===== config.mk =====
export PLATFORM = sky130hd
export DESIGN_NAME = frt_timer_capture
export DESIGN_NICKNAME = d
export VERILOG_FILES = /design/src/hw/frt_pkg.sv /design/src/hw/frt_timer_capture.sv /design/src/hw/frt_edge_sync.sv
export SDC_FILE = /design/constraint.sdc
export NUM_CORES = 1
export LEC_CHECK = 0
export BUFFER_PORTS_ARGS = -buffer_cell sky130_fd_sc_hd__buf_2
export CAP_MARGIN = 10
export CORE_MARGIN = 3
export CORE_UTILIZATION = 50
export CTS_CLUSTER_SIZE = 14
export DETAILED_ROUTE_END_ITERATION = 8
export GPL_TIMING_DRIVEN = 1
export PLACE_DENSITY = 0.74
export SLEW_MARGIN = 20
export SYNTH_ARGS = -nofsm -noshare
export SYNTH_HDL_FRONTEND = slang
export SYNTH_HIERARCHICAL = 1
export SYNTH_SLANG_ARGS = --single-unit

===== constraint.sdc =====
create_clock -name ref_clk -period 1.9 [get_ports ref_clk]
set_input_delay 0.285 -clock ref_clk [delete_from_list [all_inputs] [get_ports ref_clk]]
set_output_delay 0.285 -clock ref_clk [all_outputs]
set_load 0.05 [all_outputs]

===== src/hw/frt_pkg.sv =====
// Package of constants and types for the free-running timer with capture
package frt_pkg;

  // ****************************************
  // Widths
  // ****************************************
  localparam int ADDR_W = 8;
  localparam int DATA_W = 8;
  localparam int CNT_W  = 16;
  localparam int SEL_W  = 3;
  localparam int STAT_W = 6;

  typedef logic [ADDR_W-1:0] frt_addr_t;
  typedef logic [DATA_W-1:0] frt_data_t;
  typedef logic [CNT_W-1:0]  frt_cnt_t;
  typedef logic [STAT_W-1:0] frt_stat_t;

  // ****************************************
  // Register offsets
  // ****************************************
  localparam frt_addr_t CNT_LOW_OFF   = 8'h20;
  localparam frt_addr_t CNT_HIGH_OFF  = 8'h21;
  localparam frt_addr_t C0_RISE_OFF   = 8'h22;
  localparam frt_addr_t C1_RISE_OFF   = 8'h23;
  localparam frt_addr_t C0_FALL_OFF   = 8'h24;
  localparam frt_addr_t C1_FALL_OFF   = 8'h25;
  localparam frt_addr_t CFG_OFF       = 8'h30;
  localparam frt_addr_t STATUS_OFF    = 8'h31;
  localparam frt_addr_t MASK_OFF      = 8'h32;

  // ****************************************
  // Field positions
  // ****************************************
  localparam int CFG_SEL_LSB   = 0;
  localparam int CFG_WIDE_BIT  = 3;
  localparam int ST_PERIOD_BIT = 0;
  localparam int ST_OVF_BIT    = 1;
  localparam int ST_C0R_BIT    = 2;
  localparam int ST_C1R_BIT    = 3;
  localparam int ST_C0F_BIT    = 4;
  localparam int ST_C1F_BIT    = 5;

  // ****************************************
  // Reset values
  // ****************************************
  localparam frt_data_t REG_RST  = 8'h00;
  localparam frt_cnt_t  CNT_RST  = 16'h0000;
  localparam frt_stat_t STAT_RST = 6'h00;

  // ****************************************
  // Periodic event spacing in timer counts
  // ****************************************
  localparam int PERIOD_US       = 1024;
  localparam int TIMER_REF_MHZ   = 4;
  localparam int PERIOD_COUNTS   = PERIOD_US * TIMER_REF_MHZ;
  localparam frt_cnt_t PERIOD_MASK = frt_cnt_t'(PERIOD_COUNTS - 1);
  localparam frt_cnt_t CNT_MAX     = 16'hffff;
  localparam frt_cnt_t CNT_ONE     = 16'h0001;

  // ****************************************
  // Capture configuration carrier
  // ****************************************
  typedef struct packed {
    logic             wide;
    logic [SEL_W-1:0] sel;
  } frt_cfg_s;

  localparam frt_cfg_s CFG_RST = '{wide: 1'b0, sel: 3'h0};

endpackage : frt_pkg


===== src/hw/frt_timer_capture.sv =====
// Free-running 16-bit timer with two edge capture channels
`timescale 1ns/1ps
`default_nettype none

// Contract
// A 16-bit counter counts up on each timer capture clock and software can read it.
// The timer runs from its own clock, which is brought into the register clock domain.
// Reading the low byte latches the high byte, and a later high-byte read returns the latched value.
// A written low byte is held, and the whole counter loads only when the high byte is written.
// Software accesses the low byte before the high byte for both reads and writes.
// A periodic interrupt is raised once every 4096 counts, 1024 us at 4 MHz.
// An interrupt can be raised when the counter wraps from its maximum to zero.
// A rising edge on capture input 0 loads the channel-0 rise register, bits chosen by the select field in 8-bit mode.
// A falling edge on capture input 0 loads the channel-0 fall register, bits chosen by the select field in 8-bit mode.
// In 8-bit mode a rising edge on capture input 1 loads the selected bits into the channel-1 rise register.
// In 8-bit mode a falling edge on capture input 1 loads the selected bits into the channel-1 fall register.
// In 16-bit mode the channel-0 registers take the low counter byte on input-0 edges.
// In 16-bit mode the channel-1 rise register takes the high counter byte on each input-0 rising edge.
// In 16-bit mode the channel-1 fall register takes the high counter byte on each input-0 falling edge.
// A configuration bit merges the two 8-bit channels into one 16-bit capture with channel 1 as high byte.
// Each of the four capture registers has its own interrupt enable and raises its interrupt when loaded.
// Both capture inputs are synchronised before edge detection so each edge gives exactly one capture; in 16-bit mode input-1 edges give none.
module frt_timer_capture (
  input  wire logic              ref_clk,
  input  wire logic              rst_b,
  input  wire logic              timer_capture_clock,
  input  wire logic              capture_input_0,
  input  wire logic              capture_input_1,
  input  wire frt_pkg::frt_addr_t reg_addr,
  input  wire frt_pkg::frt_data_t reg_wdata,
  input  wire logic              reg_wr,
  input  wire logic              reg_rd,
  output frt_pkg::frt_data_t     reg_rdata,
  output logic                   irq
);

  import frt_pkg::*;

  // ****************************************
  // Helper functions
  // ****************************************
  function automatic logic hit(input frt_addr_t a, input frt_addr_t off);
    return a == off;
  endfunction : hit

  function automatic frt_data_t sel_bits(input frt_cnt_t c, input logic [SEL_W-1:0] s);
    frt_cnt_t sh;
    sh = c >> s;
    return sh[DATA_W-1:0];
  endfunction : sel_bits

  // ****************************************
  // Input synchronisers
  // ****************************************
  logic tick;
  logic c0_rise;
  logic c0_fall;
  logic c1_rise;
  logic c1_fall;

  // Timer clock pin brought into the register domain
  frt_edge_sync u_tclk_sync (
    .ref_clk (ref_clk),
    .rst_b   (rst_b),
    .pin_in  (timer_capture_clock),
    .rise_o  (tick),
    .fall_o  ()
  );

  frt_edge_sync u_cap0_sync (
    .ref_clk (ref_clk),
    .rst_b   (rst_b),
    .pin_in  (capture_input_0),
    .rise_o  (c0_rise),
    .fall_o  (c0_fall)
  );

  frt_edge_sync u_cap1_sync (
    .ref_clk (ref_clk),
    .rst_b   (rst_b),
    .pin_in  (capture_input_1),
    .rise_o  (c1_rise),
    .fall_o  (c1_fall)
  );

  // ****************************************
  // Address decode
  // ****************************************
  logic wr_low;
  logic wr_high;
  logic rd_low;
  logic rd_high;
  logic rd_stat;
  logic wr_cfg;
  logic wr_mask;

  assign wr_low  = reg_wr && hit(reg_addr, CNT_LOW_OFF);
  assign wr_high = reg_wr && hit(reg_addr, CNT_HIGH_OFF);
  assign rd_low  = reg_rd && hit(reg_addr, CNT_LOW_OFF);
  assign rd_high = reg_rd && hit(reg_addr, CNT_HIGH_OFF);
  assign rd_stat = reg_rd && hit(reg_addr, STATUS_OFF);
  assign wr_cfg  = reg_wr && hit(reg_addr, CFG_OFF);
  assign wr_mask = reg_wr && hit(reg_addr, MASK_OFF);

  // ****************************************
  // Free-running counter
  // ****************************************
  frt_cnt_t  cnt_reg;
  frt_cnt_t  cnt_inc;
  frt_data_t low_buf_reg;
  frt_data_t hold_reg;

  assign cnt_inc = cnt_reg + CNT_ONE;

  always_ff @(posedge ref_clk or negedge rst_b) begin
    if (!rst_b) begin
      cnt_reg <= CNT_RST;
    end else if (wr_high) begin
      cnt_reg <= {reg_wdata, low_buf_reg};
    end else if (tick) begin
      cnt_reg <= cnt_inc;
    end
  end

  // Low byte held until the high byte arrives
  always_ff @(posedge ref_clk or negedge rst_b) begin
    if (!rst_b) begin
      low_buf_reg <= REG_RST;
    end else if (wr_low) begin
      low_buf_reg <= reg_wdata;
    end
  end

  // High byte frozen by a low-byte read
  always_ff @(posedge ref_clk or negedge rst_b) begin
    if (!rst_b) begin
      hold_reg <= REG_RST;
    end else if (rd_low) begin
      hold_reg <= cnt_reg[CNT_W-1:DATA_W];
    end
  end

  // ****************************************
  // Configuration
  // ****************************************
  frt_cfg_s cfg_reg;

  always_ff @(posedge ref_clk or negedge rst_b) begin
    if (!rst_b) begin
      cfg_reg <= CFG_RST;
    end else if (wr_cfg) begin
      cfg_reg.wide <= reg_wdata[CFG_WIDE_BIT];
      cfg_reg.sel  <= reg_wdata[CFG_SEL_LSB +: SEL_W];
    end
  end

  // ****************************************
  // Capture registers
  // ****************************************
  frt_data_t c0r_reg;
  frt_data_t c1r_reg;
  frt_data_t c0f_reg;
  frt_data_t c1f_reg;
  frt_data_t cap_lo;
  frt_data_t cap_hi;
  logic      ld_c0r;
  logic      ld_c1r;
  logic      ld_c0f;
  logic      ld_c1f;

  // Selected bits in 8-bit mode, low byte in 16-bit mode
  assign cap_lo = cfg_reg.wide ? cnt_reg[DATA_W-1:0] : sel_bits(cnt_reg, cfg_reg.sel);
  assign cap_hi = cfg_reg.wide ? cnt_reg[CNT_W-1:DATA_W] : cap_lo;

  assign ld_c0r = c0_rise;
  assign ld_c0f = c0_fall;
  assign ld_c1r = cfg_reg.wide ? c0_rise : c1_rise;
  assign ld_c1f = cfg_reg.wide ? c0_fall : c1_fall;

  always_ff @(posedge ref_clk or negedge rst_b) begin
    if (!rst_b) begin
      c0r_reg <= REG_RST;
    end else if (ld_c0r) begin
      c0r_reg <= cap_lo;
    end else if (reg_wr && hit(reg_addr, C0_RISE_OFF)) begin
      c0r_reg <= reg_wdata;
    end
  end

  always_ff @(posedge ref_clk or negedge rst_b) begin
    if (!rst_b) begin
      c0f_reg <= REG_RST;
    end else if (ld_c0f) begin
      c0f_reg <= cap_lo;
    end else if (reg_wr && hit(reg_addr, C0_FALL_OFF)) begin
      c0f_reg <= reg_wdata;
    end
  end

  always_ff @(posedge ref_clk or negedge rst_b) begin
    if (!rst_b) begin
      c1r_reg <= REG_RST;
    end else if (ld_c1r) begin
      c1r_reg <= cap_hi;
    end else if (reg_wr && hit(reg_addr, C1_RISE_OFF)) begin
      c1r_reg <= reg_wdata;
    end
  end

  always_ff @(posedge ref_clk or negedge rst_b) begin
    if (!rst_b) begin
      c1f_reg <= REG_RST;
    end else if (ld_c1f) begin
      c1f_reg <= cap_hi;
    end else if (reg_wr && hit(reg_addr, C1_FALL_OFF)) begin
      c1f_reg <= reg_wdata;
    end
  end

  // ****************************************
  // Events, status, mask and interrupt
  // ****************************************
  frt_stat_t ev;
  frt_stat_t status_reg;
  frt_stat_t status_next;
  frt_stat_t mask_reg;
  frt_stat_t mask_next;
  logic      irq_reg;

  always_comb begin
    ev = STAT_RST;
    ev[ST_PERIOD_BIT] = tick && !wr_high && ((cnt_inc & PERIOD_MASK) == CNT_RST);
    ev[ST_OVF_BIT]    = tick && !wr_high && (cnt_reg == CNT_MAX);
    ev[ST_C0R_BIT]    = ld_c0r;
    ev[ST_C1R_BIT]    = ld_c1r;
    ev[ST_C0F_BIT]    = ld_c0f;
    ev[ST_C1F_BIT]    = ld_c1f;
  end

  // Read clears, a new event in the same cycle survives
  always_comb begin
    status_next = (rd_stat ? STAT_RST : status_reg) | ev;
    mask_next   = wr_mask ? reg_wdata[STAT_W-1:0] : mask_reg;
  end

  always_ff @(posedge ref_clk or negedge rst_b) begin
    if (!rst_b) begin
      status_reg <= STAT_RST;
    end else begin
      status_reg <= status_next;
    end
  end

  always_ff @(posedge ref_clk or negedge rst_b) begin
    if (!rst_b) begin
      mask_reg <= STAT_RST;
    end else begin
      mask_reg <= mask_next;
    end
  end

  always_ff @(posedge ref_clk or negedge rst_b) begin
    if (!rst_b) begin
      irq_reg <= 1'b0;
    end else begin
      irq_reg <= |(status_next & mask_next);
    end
  end

  assign irq = irq_reg;

  // ****************************************
  // Read data
  // ****************************************
  frt_data_t rdata_reg;

  always_ff @(posedge ref_clk or negedge rst_b) begin
    if (!rst_b) begin
      rdata_reg <= REG_RST;
    end else if (!reg_rd) begin
      rdata_reg <= REG_RST;
    end else if (hit(reg_addr, CNT_LOW_OFF)) begin
      rdata_reg <= cnt_reg[DATA_W-1:0];
    end else if (hit(reg_addr, CNT_HIGH_OFF)) begin
      rdata_reg <= hold_reg;
    end else if (hit(reg_addr, C0_RISE_OFF)) begin
      rdata_reg <= c0r_reg;
    end else if (hit(reg_addr, C1_RISE_OFF)) begin
      rdata_reg <= c1r_reg;
    end else if (hit(reg_addr, C0_FALL_OFF)) begin
      rdata_reg <= c0f_reg;
    end else if (hit(reg_addr, C1_FALL_OFF)) begin
      rdata_reg <= c1f_reg;
    end else if (hit(reg_addr, CFG_OFF)) begin
      rdata_reg <= {4'h0, cfg_reg.wide, cfg_reg.sel};
    end else if (hit(reg_addr, STATUS_OFF)) begin
      rdata_reg <= {2'h0, status_reg};
    end else if (hit(reg_addr, MASK_OFF)) begin
      rdata_reg <= {2'h0, mask_reg};
    end else begin
      rdata_reg <= REG_RST;
    end
  end

  assign reg_rdata = rdata_reg;
endmodule : frt_timer_capture

`default_nettype wire


===== src/hw/frt_edge_sync.sv =====
// Two-flop synchroniser with rising and falling edge pulses
`timescale 1ns/1ps
`default_nettype none

module frt_edge_sync (
  input  wire logic ref_clk,
  input  wire logic rst_b,
  input  wire logic pin_in,
  output logic      rise_o,
  output logic      fall_o
);

  // ****************************************
  // Synchroniser and edge history
  // ****************************************
  logic meta_reg;
  logic sync_reg;
  logic last_reg;

  always_ff @(posedge ref_clk or negedge rst_b) begin
    if (!rst_b) begin
      meta_reg <= 1'b0;
      sync_reg <= 1'b0;
      last_reg <= 1'b0;
    end else begin
      meta_reg <= pin_in;
      sync_reg <= meta_reg;
      last_reg <= sync_reg;
    end
  end

  // One pulse per edge
  assign rise_o = sync_reg & ~last_reg;
  assign fall_o = ~sync_reg & last_reg;
endmodule : frt_edge_sync

`default_nettype wire


==> results of run 1 <==
==> routing by layer <==
layer	vias up	track usage	wire length, um
met5	-	0	0
met4	0	0.109	646
met3	48	0.0516	1370
met2	245	0.455	8300
met1	2481	0.376	7100
li1	2293	-	-
==> worst reg2reg max path, stage by stage (launching register included) <==
cell,delay [ns]
dfrtp_1,0.43
ha_4,0.19
and4_1,0.22
nand2_2,0.09
mux2_4,0.30
o31a_1,0.32
nor4_4,0.31
a211o_1,0.18
==> per-stage QoR <==
step | setup slack [ns] | std cells
after floorplan | -0.0518 | 572
after global placement | -0.200 | 795
after detailed placement | -0.280 | 795
after CTS | -0.210 | 816
after global routing | -0.247 | 826
final | -0.184 | 826
==> cell usage in the layout (no fill, tap or decap), drive strengths merged, types with 11 or more instances in the layout <==
| cell type | count |
|---|---|
| a211oi | 15 |
| a21oi | 76 |
| buf | 136 |
| clkbuf | 11 |
| dfrtp | 98 |
| inv | 13 |
| mux2 | 28 |
| mux2i | 24 |
| mux4 | 12 |
| nand2 | 34 |
| nand3 | 15 |
| nor2 | 63 |
| nor2b | 21 |
| o21ai | 24 |
| xnor2 | 13 |
==> what timing repair did <==
| item | CTS | global route |
|---|---|---|
| hold endpoints to repair | 42 | 0 |
| buffers inserted | 1 | 10 |
| setup endpoints to repair | 37 | 42 |
| hold buffers | 4 | 0 |
| gates resized for setup | 13 | 50 |
| pin swaps | 5 | 18 |
==> layout make-up <==
cell class	instances	area, sq um	share of cell area
clock inverters	5	77.6	0.0109
multi-input cells	422	3150	0.442
well taps	136	170	0.0239
repair buffers	140	1070	0.150
flip-flops and latches	98	2460	0.346
clock buffers	11	141	0.0198
inverters	14	52.6	0.00738
==> report_power, final <==
| part | switching, uW | total, uW | leakage (uW) | internal [uW] |
|---|---|---|---|---|
| Sequential | 399 | 2880 | 0.00116 | 2480 |
| Clock | 746 | 1520 | 0.000109 | 774 |
| Combinational | 1350 | 2700 | 0.00184 | 1350 |
==> worst max path at each step <==
stage                startpoint          to  slack, ns  cells past startpoint
global route         cnt_reg[0]         irq      -0.25                      9
floorplan           reg_addr[0]         irq      -0.05                      7
detailed placement   cnt_reg[0]         irq      -0.28                      7
global placement    reg_addr[7]  c0f_reg[6]      -0.20                      8
finish               cnt_reg[0]         irq      -0.18                      7
CTS                  cnt_reg[1]         irq      -0.21                      7
==> results.md, run 1 <==
* Share of cells above drive strength 1 at 0.357
* Nets at 710
* IO Port Bufs at 31
* Final setup fails at 5
* Hold path startpoint: reg_wdata[2]
* R2R depth at 7
* Clock Path Buffers at 2
* Max IR drop VDD at 0.787 mV
* Iteration-0 DRC Markers at 536
* Total Neg Setup Slack at -0.461 ns
* Fin. max-slew vios at 0
* Total Power at 7100 uW
* Crit path cell chain: ha_4 -> and4_1 -> nand2_2 -> mux2_4 -> o31a_1 -> nor4_4 -> a211o_1
* DP Area at 0.00650 sq mm
* Reg-to-reg startpoint: cnt_reg[0]
* Vias in the first global route at 4,946
* Fin util at 0.672
* Worst hold path depth at 2
* DRC at 0
* WHS Endpoint: mask_reg[2]
* Layout Area Growth over Synthesis at 27.8%
* CP max stage cell: dfrtp_1
* Critical path required time at 2.23 ns
* Synthesized area per cell at 9.74 sq um
* Final hold vios at 0
* Largest net degree at the start of global routing at between 40 and 50
* Final period utilization at 1.10
* Worst EP arrival at 2.41 ns
* R2r setup slk at -0.18 ns
* Root Driver: clkbuf_8
* Max reg flops at 16
* Die ar. at 0.0125 sq mm
* PnR worst setup slack at -0.184 ns
* YS warnings at 6
* Drt first pass iters at 5
* Die extent in x at 112 um
* Post-route cell area at slightly above 0.007 sq mm
* Syn nets at 597
* Starting density of the core at 0.526
* RSZ-0062 raised after global routing: yes
* Fin Clk Skew at 0.0159 ns
* Number of diodes at 0
* Max-Cap Viols at 0
* Post-Syn Area at 0.00557 sq mm
* CP Buf/Inv Count at 0
* Worst Path Max Fanout at 3
* Final wirelength at 17,400 um
* Crit path launch type: register
* CTS Buf Count at 9
* Gate Count Post-Synth at 572
* Fmax at 480 MHz
* CTS tree: done
* Total track usage at 0.281
* CP peak stage delay at around 0.43 ns
* # IOs at 32
* CP delay by family, top: simple AND/OR/NAND/NOR gates
* Congestion Overflow GR at 0
* Pwr/cell area at 996 mW/mm^2
* HPWL after DPL at 12,600 um
* Row count at 37
* Later-pin clock latency in the skew report at 0.39 ns
* Outcome: complete, but fails checks
* Filler cells at roughly 780
* Max-Slew Margin vs Limit at 0.596
* Vias per cell at 6.13
* Final Critical Period at 2.08 ns
* Crit Path Class: reg2reg
* Routability cong. at 0.959
* Pleak at 0.00312 uW
* Slew @ Worst Pin at 0.605 ns
* Clock transition at path regs at 0.09 ns
* Clk sinks at 98
* First-pass GRT wire length at 27,200 um
* Initial antenna violation count at 0
* Hold_ws at 0.227 ns
* Antenna-violating nets left at 0
* Worst hold path class: in2reg
* Reg2reg end: irq
* Failing checks: setup timing
* Type of element capturing the critical path: register
* Die Ht at 112 um
* DR WL/cell at ~21 um
* H-tree depth at 3
* Total number of vias at around 5.1k
* Placeable core area at 0.0106 sq mm
(Power assumes the default switching activity.)
==> inputs of run 2 (changes only) <==
==> constraint.sdc (replaced) <==
create_clock -name ref_clk -period 1.9 [get_ports ref_clk]
set_input_delay 0.19 -clock ref_clk [delete_from_list [all_inputs] [get_ports ref_clk]]
set_output_delay 0.19 -clock ref_clk [all_outputs]
set_load 0.05 [all_outputs]
==> results.md, run 2 (same netlist as run 1, synthesis figures left out) <==
* Worst Setup EP: irq
* Root Driver: clkbuf_8
* Max IR drop VDD at between 0.8 and 0.9 mV
* Filler cells at 855
* Critical path depth in cells at 7
* Reg2reg end: irq
* Clk sinks at 98
* Internal at 4430 uW
* HPWL after DPL at 12,900 um
* DR WL/cell at 21.8 um
* CP peak stage delay at 0.49 ns
* Starting density of the core at 0.526
* RSZ-0062 raised after global routing: yes
* Die ar. at roughly 0.012 sq mm
* CP delay by family, top: compound AO/OA/AOI/OAI gates
* R2R depth at 7
* Row count at 37
* Total track usage at 0.285
* CP startpoint: cnt_reg[2]
* Layout Area Growth over Synthesis at 26.2%
* Final period utilization at 1.06
* Vias per cell at 6.23
* Fmax at 495 MHz
* Pleak at between 0.003 and 0.004 uW
* Placeable core area at 0.0106 sq mm
* Fin Clk Skew at 0.0114 ns
* Initial antenna violation count at 0
* Outcome: complete, but fails checks
* Routability cong. at 0.950
* Largest net degree at the start of global routing at 35
* Clock Path Buffers at 2
* Crit path cell chain: buf_4 -> nand3_1 -> o311ai_2 -> o41ai_2 -> a41oi_2 -> nor4_4 -> a211o_1
* Pwr/cell area at 991 mW/mm^2
* Type of element capturing the critical path: register
* Crit Path Class: reg2reg
* First-pass GRT wire length at 27,400 um
* R2r setup slk at -0.12 ns
* CTS tree: done
* Worst Path Max Fanout at 10
* DRC at 0
* Failing checks: setup timing
* Most frequent cells in the layout: buf_4 (96), dfrtp_1 (91), a21oi_1 (71)
* Crit path launch type: register
* Hold path startpoint: reg_wdata[5]
* IO Port Bufs at 31
* Final Critical Period at 2.02 ns
* Sw Ratio at 0.365
* Fin util at 0.664
* Die Ht at 112 um
* Die extent in x at between 100 and 150 um
* Max-Cap Viols at 0
* Reg-to-reg startpoint: cnt_reg[2]
* Max reg flops at 16
* H-tree depth at 3
* Fin. max-slew vios at 0
* Clock transition at path regs at 0.10 ns
* Nets at slightly above 700
* CP Buf/Inv Count at 1
* Sequential power share at 0.405
* Worst hold path class: in2reg
* Later-pin clock latency in the skew report at 0.39 ns
* Number of diodes at 0
* Share of cells above drive strength 1 at 0.350
* Final hold vios at 0
* Antenna-violating nets left at 0
* CP max stage cell: dfrtp_2
* Post-route cell area at 0.00704 sq mm
* Congestion Overflow GR at 0
* Iteration-0 DRC Markers at between 400 and 500
* Total number of vias at 5,125
* Critical path required time at about 2.2 ns
* Clk network pwr share at 0.204
* Drt first pass iters at 4
* Comb pwr share at 0.391
* PnR worst setup slack at -0.122 ns
* CTS Buf Count at 9
* Slew @ Worst Pin at ~0.44 ns
* Switching power at 2540 uW
* DP Area at between 0.006 and 0.007 sq mm
* Worst EP arrival at 2.30 ns
* Final setup fails at 3
* Vias in the first global route at slightly below 5k
* Max-Slew Margin vs Limit at 0.703
* Commonest non-fill, non-tap cell in the layout: buf_4
* Final wirelength at 17,900 um
* # IOs at 32
* Total Power at 6970 uW
==> run 2: power by group through the flow <==
| stage | clock (uW) | combinational, uW | sequential, uW |
|---|---|---|---|
| floorplan | 0 | 1440 | 2700 |
| global placement | 0 | 2260 | 2820 |
| finish | 1420 | 2720 | 2830 |
| detailed placement | 0 | 2320 | 2840 |
| CTS | 1440 | 2420 | 2810 |
| global route | 1530 | 2930 | 2870 |
==> run 2: timing repair <==
action / in CTS / in global routing
hold buffers: 4 / 0
endpoints found under the hold margin: 29 / 0
buffers inserted: 1 / 9
resized for setup: 20 / 36
pin swaps: 0 / 12
setup endpoints to repair: 36 / 39
==> run 2: final cells by class <==
cell class | instances | area, sq um | share of cell area
timing repair buffer | 137 | 1020 | 0.146
clock buffer | 9 | 124 | 0.0176
tap | 136 | 170 | 0.0242
clock inverter | 6 | 73.8 | 0.0105
sequential | 98 | 2460 | 0.350
inverter | 14 | 52.6 | 0.00747
multi-input combinational | 422 | 3130 | 0.445
==> run 2: per-layer routing <==
metal / global-route usage / up-vias / share of wire
met1: 0.384 / 2524 / 0.41
met3: 0.0495 / 52 / 0.081
met2: 0.463 / 266 / 0.48
met5: 0 / - / 0
li1: - / 2283 / -
met4: 0.108 / 0 / 0.037
==> run 2: worst min-delay path by stage <==
stage | end | cells after the start
after floorplan | c0f_reg[0] | 0
after global placement | c1f_reg[2] | 1
after detailed placement | c0f_reg[2] | 1
after CTS | mask_reg[2] | 2
after global routing | mask_reg[2] | 2
final | mask_reg[5] | 3
==> run 2: worst reg2reg max path, stage by stage (launching register included) <==
cell and delay [ns]:
dfrtp_2 0.49, buf_4 0.15, nand3_1 0.17, o311ai_2 0.33, o41ai_2 0.13, a41oi_2 0.28
nor4_4 0.07, a211o_1 0.30
==> run 2: per-stage QoR <==
step / cells / hold WS [ns] / setup TNS (ns) / worst slack (ns)
finish: 822 / 0.130 / -0.169 / -0.122
CTS: 813 / 0.120 / -0.134 / -0.0979
floorplan: 572 / -0.106 / -0.0403 / -0.0403
detailed placement: 793 / 0.168 / -3.41 / -0.195
global placement: 793 / 0.165 / -2.00 / -0.120
global route: 822 / 0.119 / -0.653 / -0.195
==> inputs of run 3 (changes only) <==
CORE_UTILIZATION = 55   (was 50)
GPL_ROUTABILITY_DRIVEN = 1   (was unset)
PLACE_DENSITY = 0.82   (was 0.74)
==> results.md, run 3 (same netlist as run 1, synthesis figures left out) <==
* Outcome: complete, but fails checks
* Failing checks: setup timing
* Die ar. at about 0.011 sq mm
* Final Critical Period at 2.02 ns
* Internal at 4370 uW
* Sw Ratio at 0.375
* Final wirelength at 17,700 um
* DR WL/cell at 21.9 um
* Pleak at 0.00303 uW
* CTS Buf Count at 9
* Max-Cap Viols at 0
* Iteration-0 DRC Markers at 535
* Antenna-violating nets left at 0
* Type of element capturing the critical path: register
* Die extent in x at 107 um
* Nets at 693
* Non-Filler Instances at 806
* Clk network pwr share at 0.194
* First-pass GRT wire length at 26,400 um
* Vias per cell at 6.48
* Worst EP arrival at 2.34 ns
* Clock transition at path regs at 0.10 ns
* Slew @ Worst Pin at 0.912 ns
* Drt first pass iters at 6
* DP Area at 0.00639 sq mm
* Post-route cell area at 0.00698 sq mm
* Switching power at 2620 uW
* Vias in the first global route at about 4.9k
* HPWL after DPL at 12,100 um
* Later-pin clock latency in the skew report at 0.38 ns
* Initial antenna violation count at 0
* Share of cells above drive strength 1 at 0.346
* Final period utilization at 1.06
* Clk sinks at 98
* Final hold vios at 0
* Crit Path Class: reg2reg
* Fin Clk Skew at 0.0134 ns
* Post-Place Cells at ~780
* Filler cells at 718
* Clock Path Buffers at 2
* Layout Area Growth over Synthesis at 25.2%
* Total number of vias at 5,225
* # IOs at 32
* Placeable core area at about 0.01 sq mm
* Root Driver: clkbuf_8
* IO Port Bufs at 31
* Critical path required time at 2.23 ns
* Routability cong. at 0.984
* PnR worst setup slack at -0.116 ns
* Largest net degree at the start of global routing at 41
* Max IR drop VDD at about 0.92 mV
* Worst Path Max Fanout at 7
* Crit path launch type: register
* Number of diodes at 0
* Sequential power share at 0.403
* Max-Slew Margin vs Limit at 0.392
* Commonest non-fill, non-tap cell in the layout: dfrtp_1
* DRC at 0
* Most frequent cells in the layout: dfrtp_1 (92), buf_4 (76), a21oi_1 (67)
* Die Ht at about 110 um
* Fin. max-slew vios at 0
* Congestion Overflow GR at 0
* Worst hold path class: in2reg
* Row count at 36
* Comb pwr share at 0.403
* Pwr/cell area at 1000 mW/mm^2
* H-tree depth at 3
* RSZ-0062 raised after global routing: yes
* Fmax at 496 MHz
* Final setup fails at 13
* Max reg flops at 16
* Starting density of the core at 0.568
* Total track usage at 0.304
* CTS tree: done
## run 3: changes by cell type in the layout (fill, tap and decap cells not counted), sizes merged
cell and delta:
bufinv -1, clkinv +1, clkinvlp +1, inv -1, buf -14, clkbuf +1
## run 3: timing repair
item / 4_1_cts / 5_1_grt
resized for setup: 22 / 47
endpoints found under the hold margin: 41 / 0
hold buffers: 4 / 0
pin swaps: 3 / 19
setup endpoints to repair: 29 / 38
buffers inserted: 3 / 7
## run 3: final timing paths
check / start / endpoint / slack [ns] / depth (start not counted)
min reg2reg: u_tclk_sync/meta_reg / u_tclk_sync/sync_reg / 0.37 / 0
max reg2reg: cnt_reg[5] / irq / -0.12 / 7
min in group asynchronous: rst_b / c1r_reg[5] / 0.37 / 2
min: reg_wdata[5] / mask_reg[5] / 0.14 / 3
max in group asynchronous: rst_b / cnt_reg[5] / 0.92 / 3
max: cnt_reg[5] / irq / -0.12 / 7
## run 3: final cells by class
class / instances / area [sq um] / area share
Clock buffer: 10 / 138 / 0.0197
Clock inverter: 6 / 57.6 / 0.00825
Inverter: 14 / 56.3 / 0.00807
Multi-Input combinational cell: 422 / 3150 / 0.451
Sequential cell: 98 / 2460 / 0.353
Tap cell: 133 / 166 / 0.0239
Timing Repair Buffer: 123 / 951 / 0.136
## run 3: worst max-delay path: stages (launching register included)
cell and delay [ns]:
dfrtp_2 0.46, buf_4 0.18, nand3_1 0.12, or2_4 0.29, o41ai_1 0.36, a41oi_1 0.14, nor4_4 0.24, a211o_1 0.17
## run 3: power groups by stage
stage / Clock, uW / Combinational, uW / Sequential (uW)
after floorplan: 0 / 1440 / 2700
after global placement: 0 / 2140 / 2800
after detailed placement: 0 / 2220 / 2830
after CTS: 1360 / 2400 / 2780
after global routing: 1450 / 2990 / 2860
final: 1360 / 2820 / 2820
## run 3: metal layers
layer  wire, um  vias to the layer above  GRT usage
met1       6360                     2514      0.389
met2       8470                      371      0.496
met5          0                        -          0
li1           -                     2251          -
met3       1880                       89     0.0626
met4        974                        0      0.146
## run 3: per-stage QoR
stage	util	TNS (ns)	total power [uW]	worst slack (ns)	hold WS [ns]
after detailed placement	0.651	-4.66	5060	-0.240	0.225
final	0.710	-0.511	6990	-0.116	0.140
after global placement	0.651	-2.54	4940	-0.179	0.220
after CTS	0.685	-0.201	6540	-0.0877	0.128
after floorplan	-	-0.0403	4140	-0.0403	-0.106
after global routing	0.710	-1.62	7290	-0.214	0.156
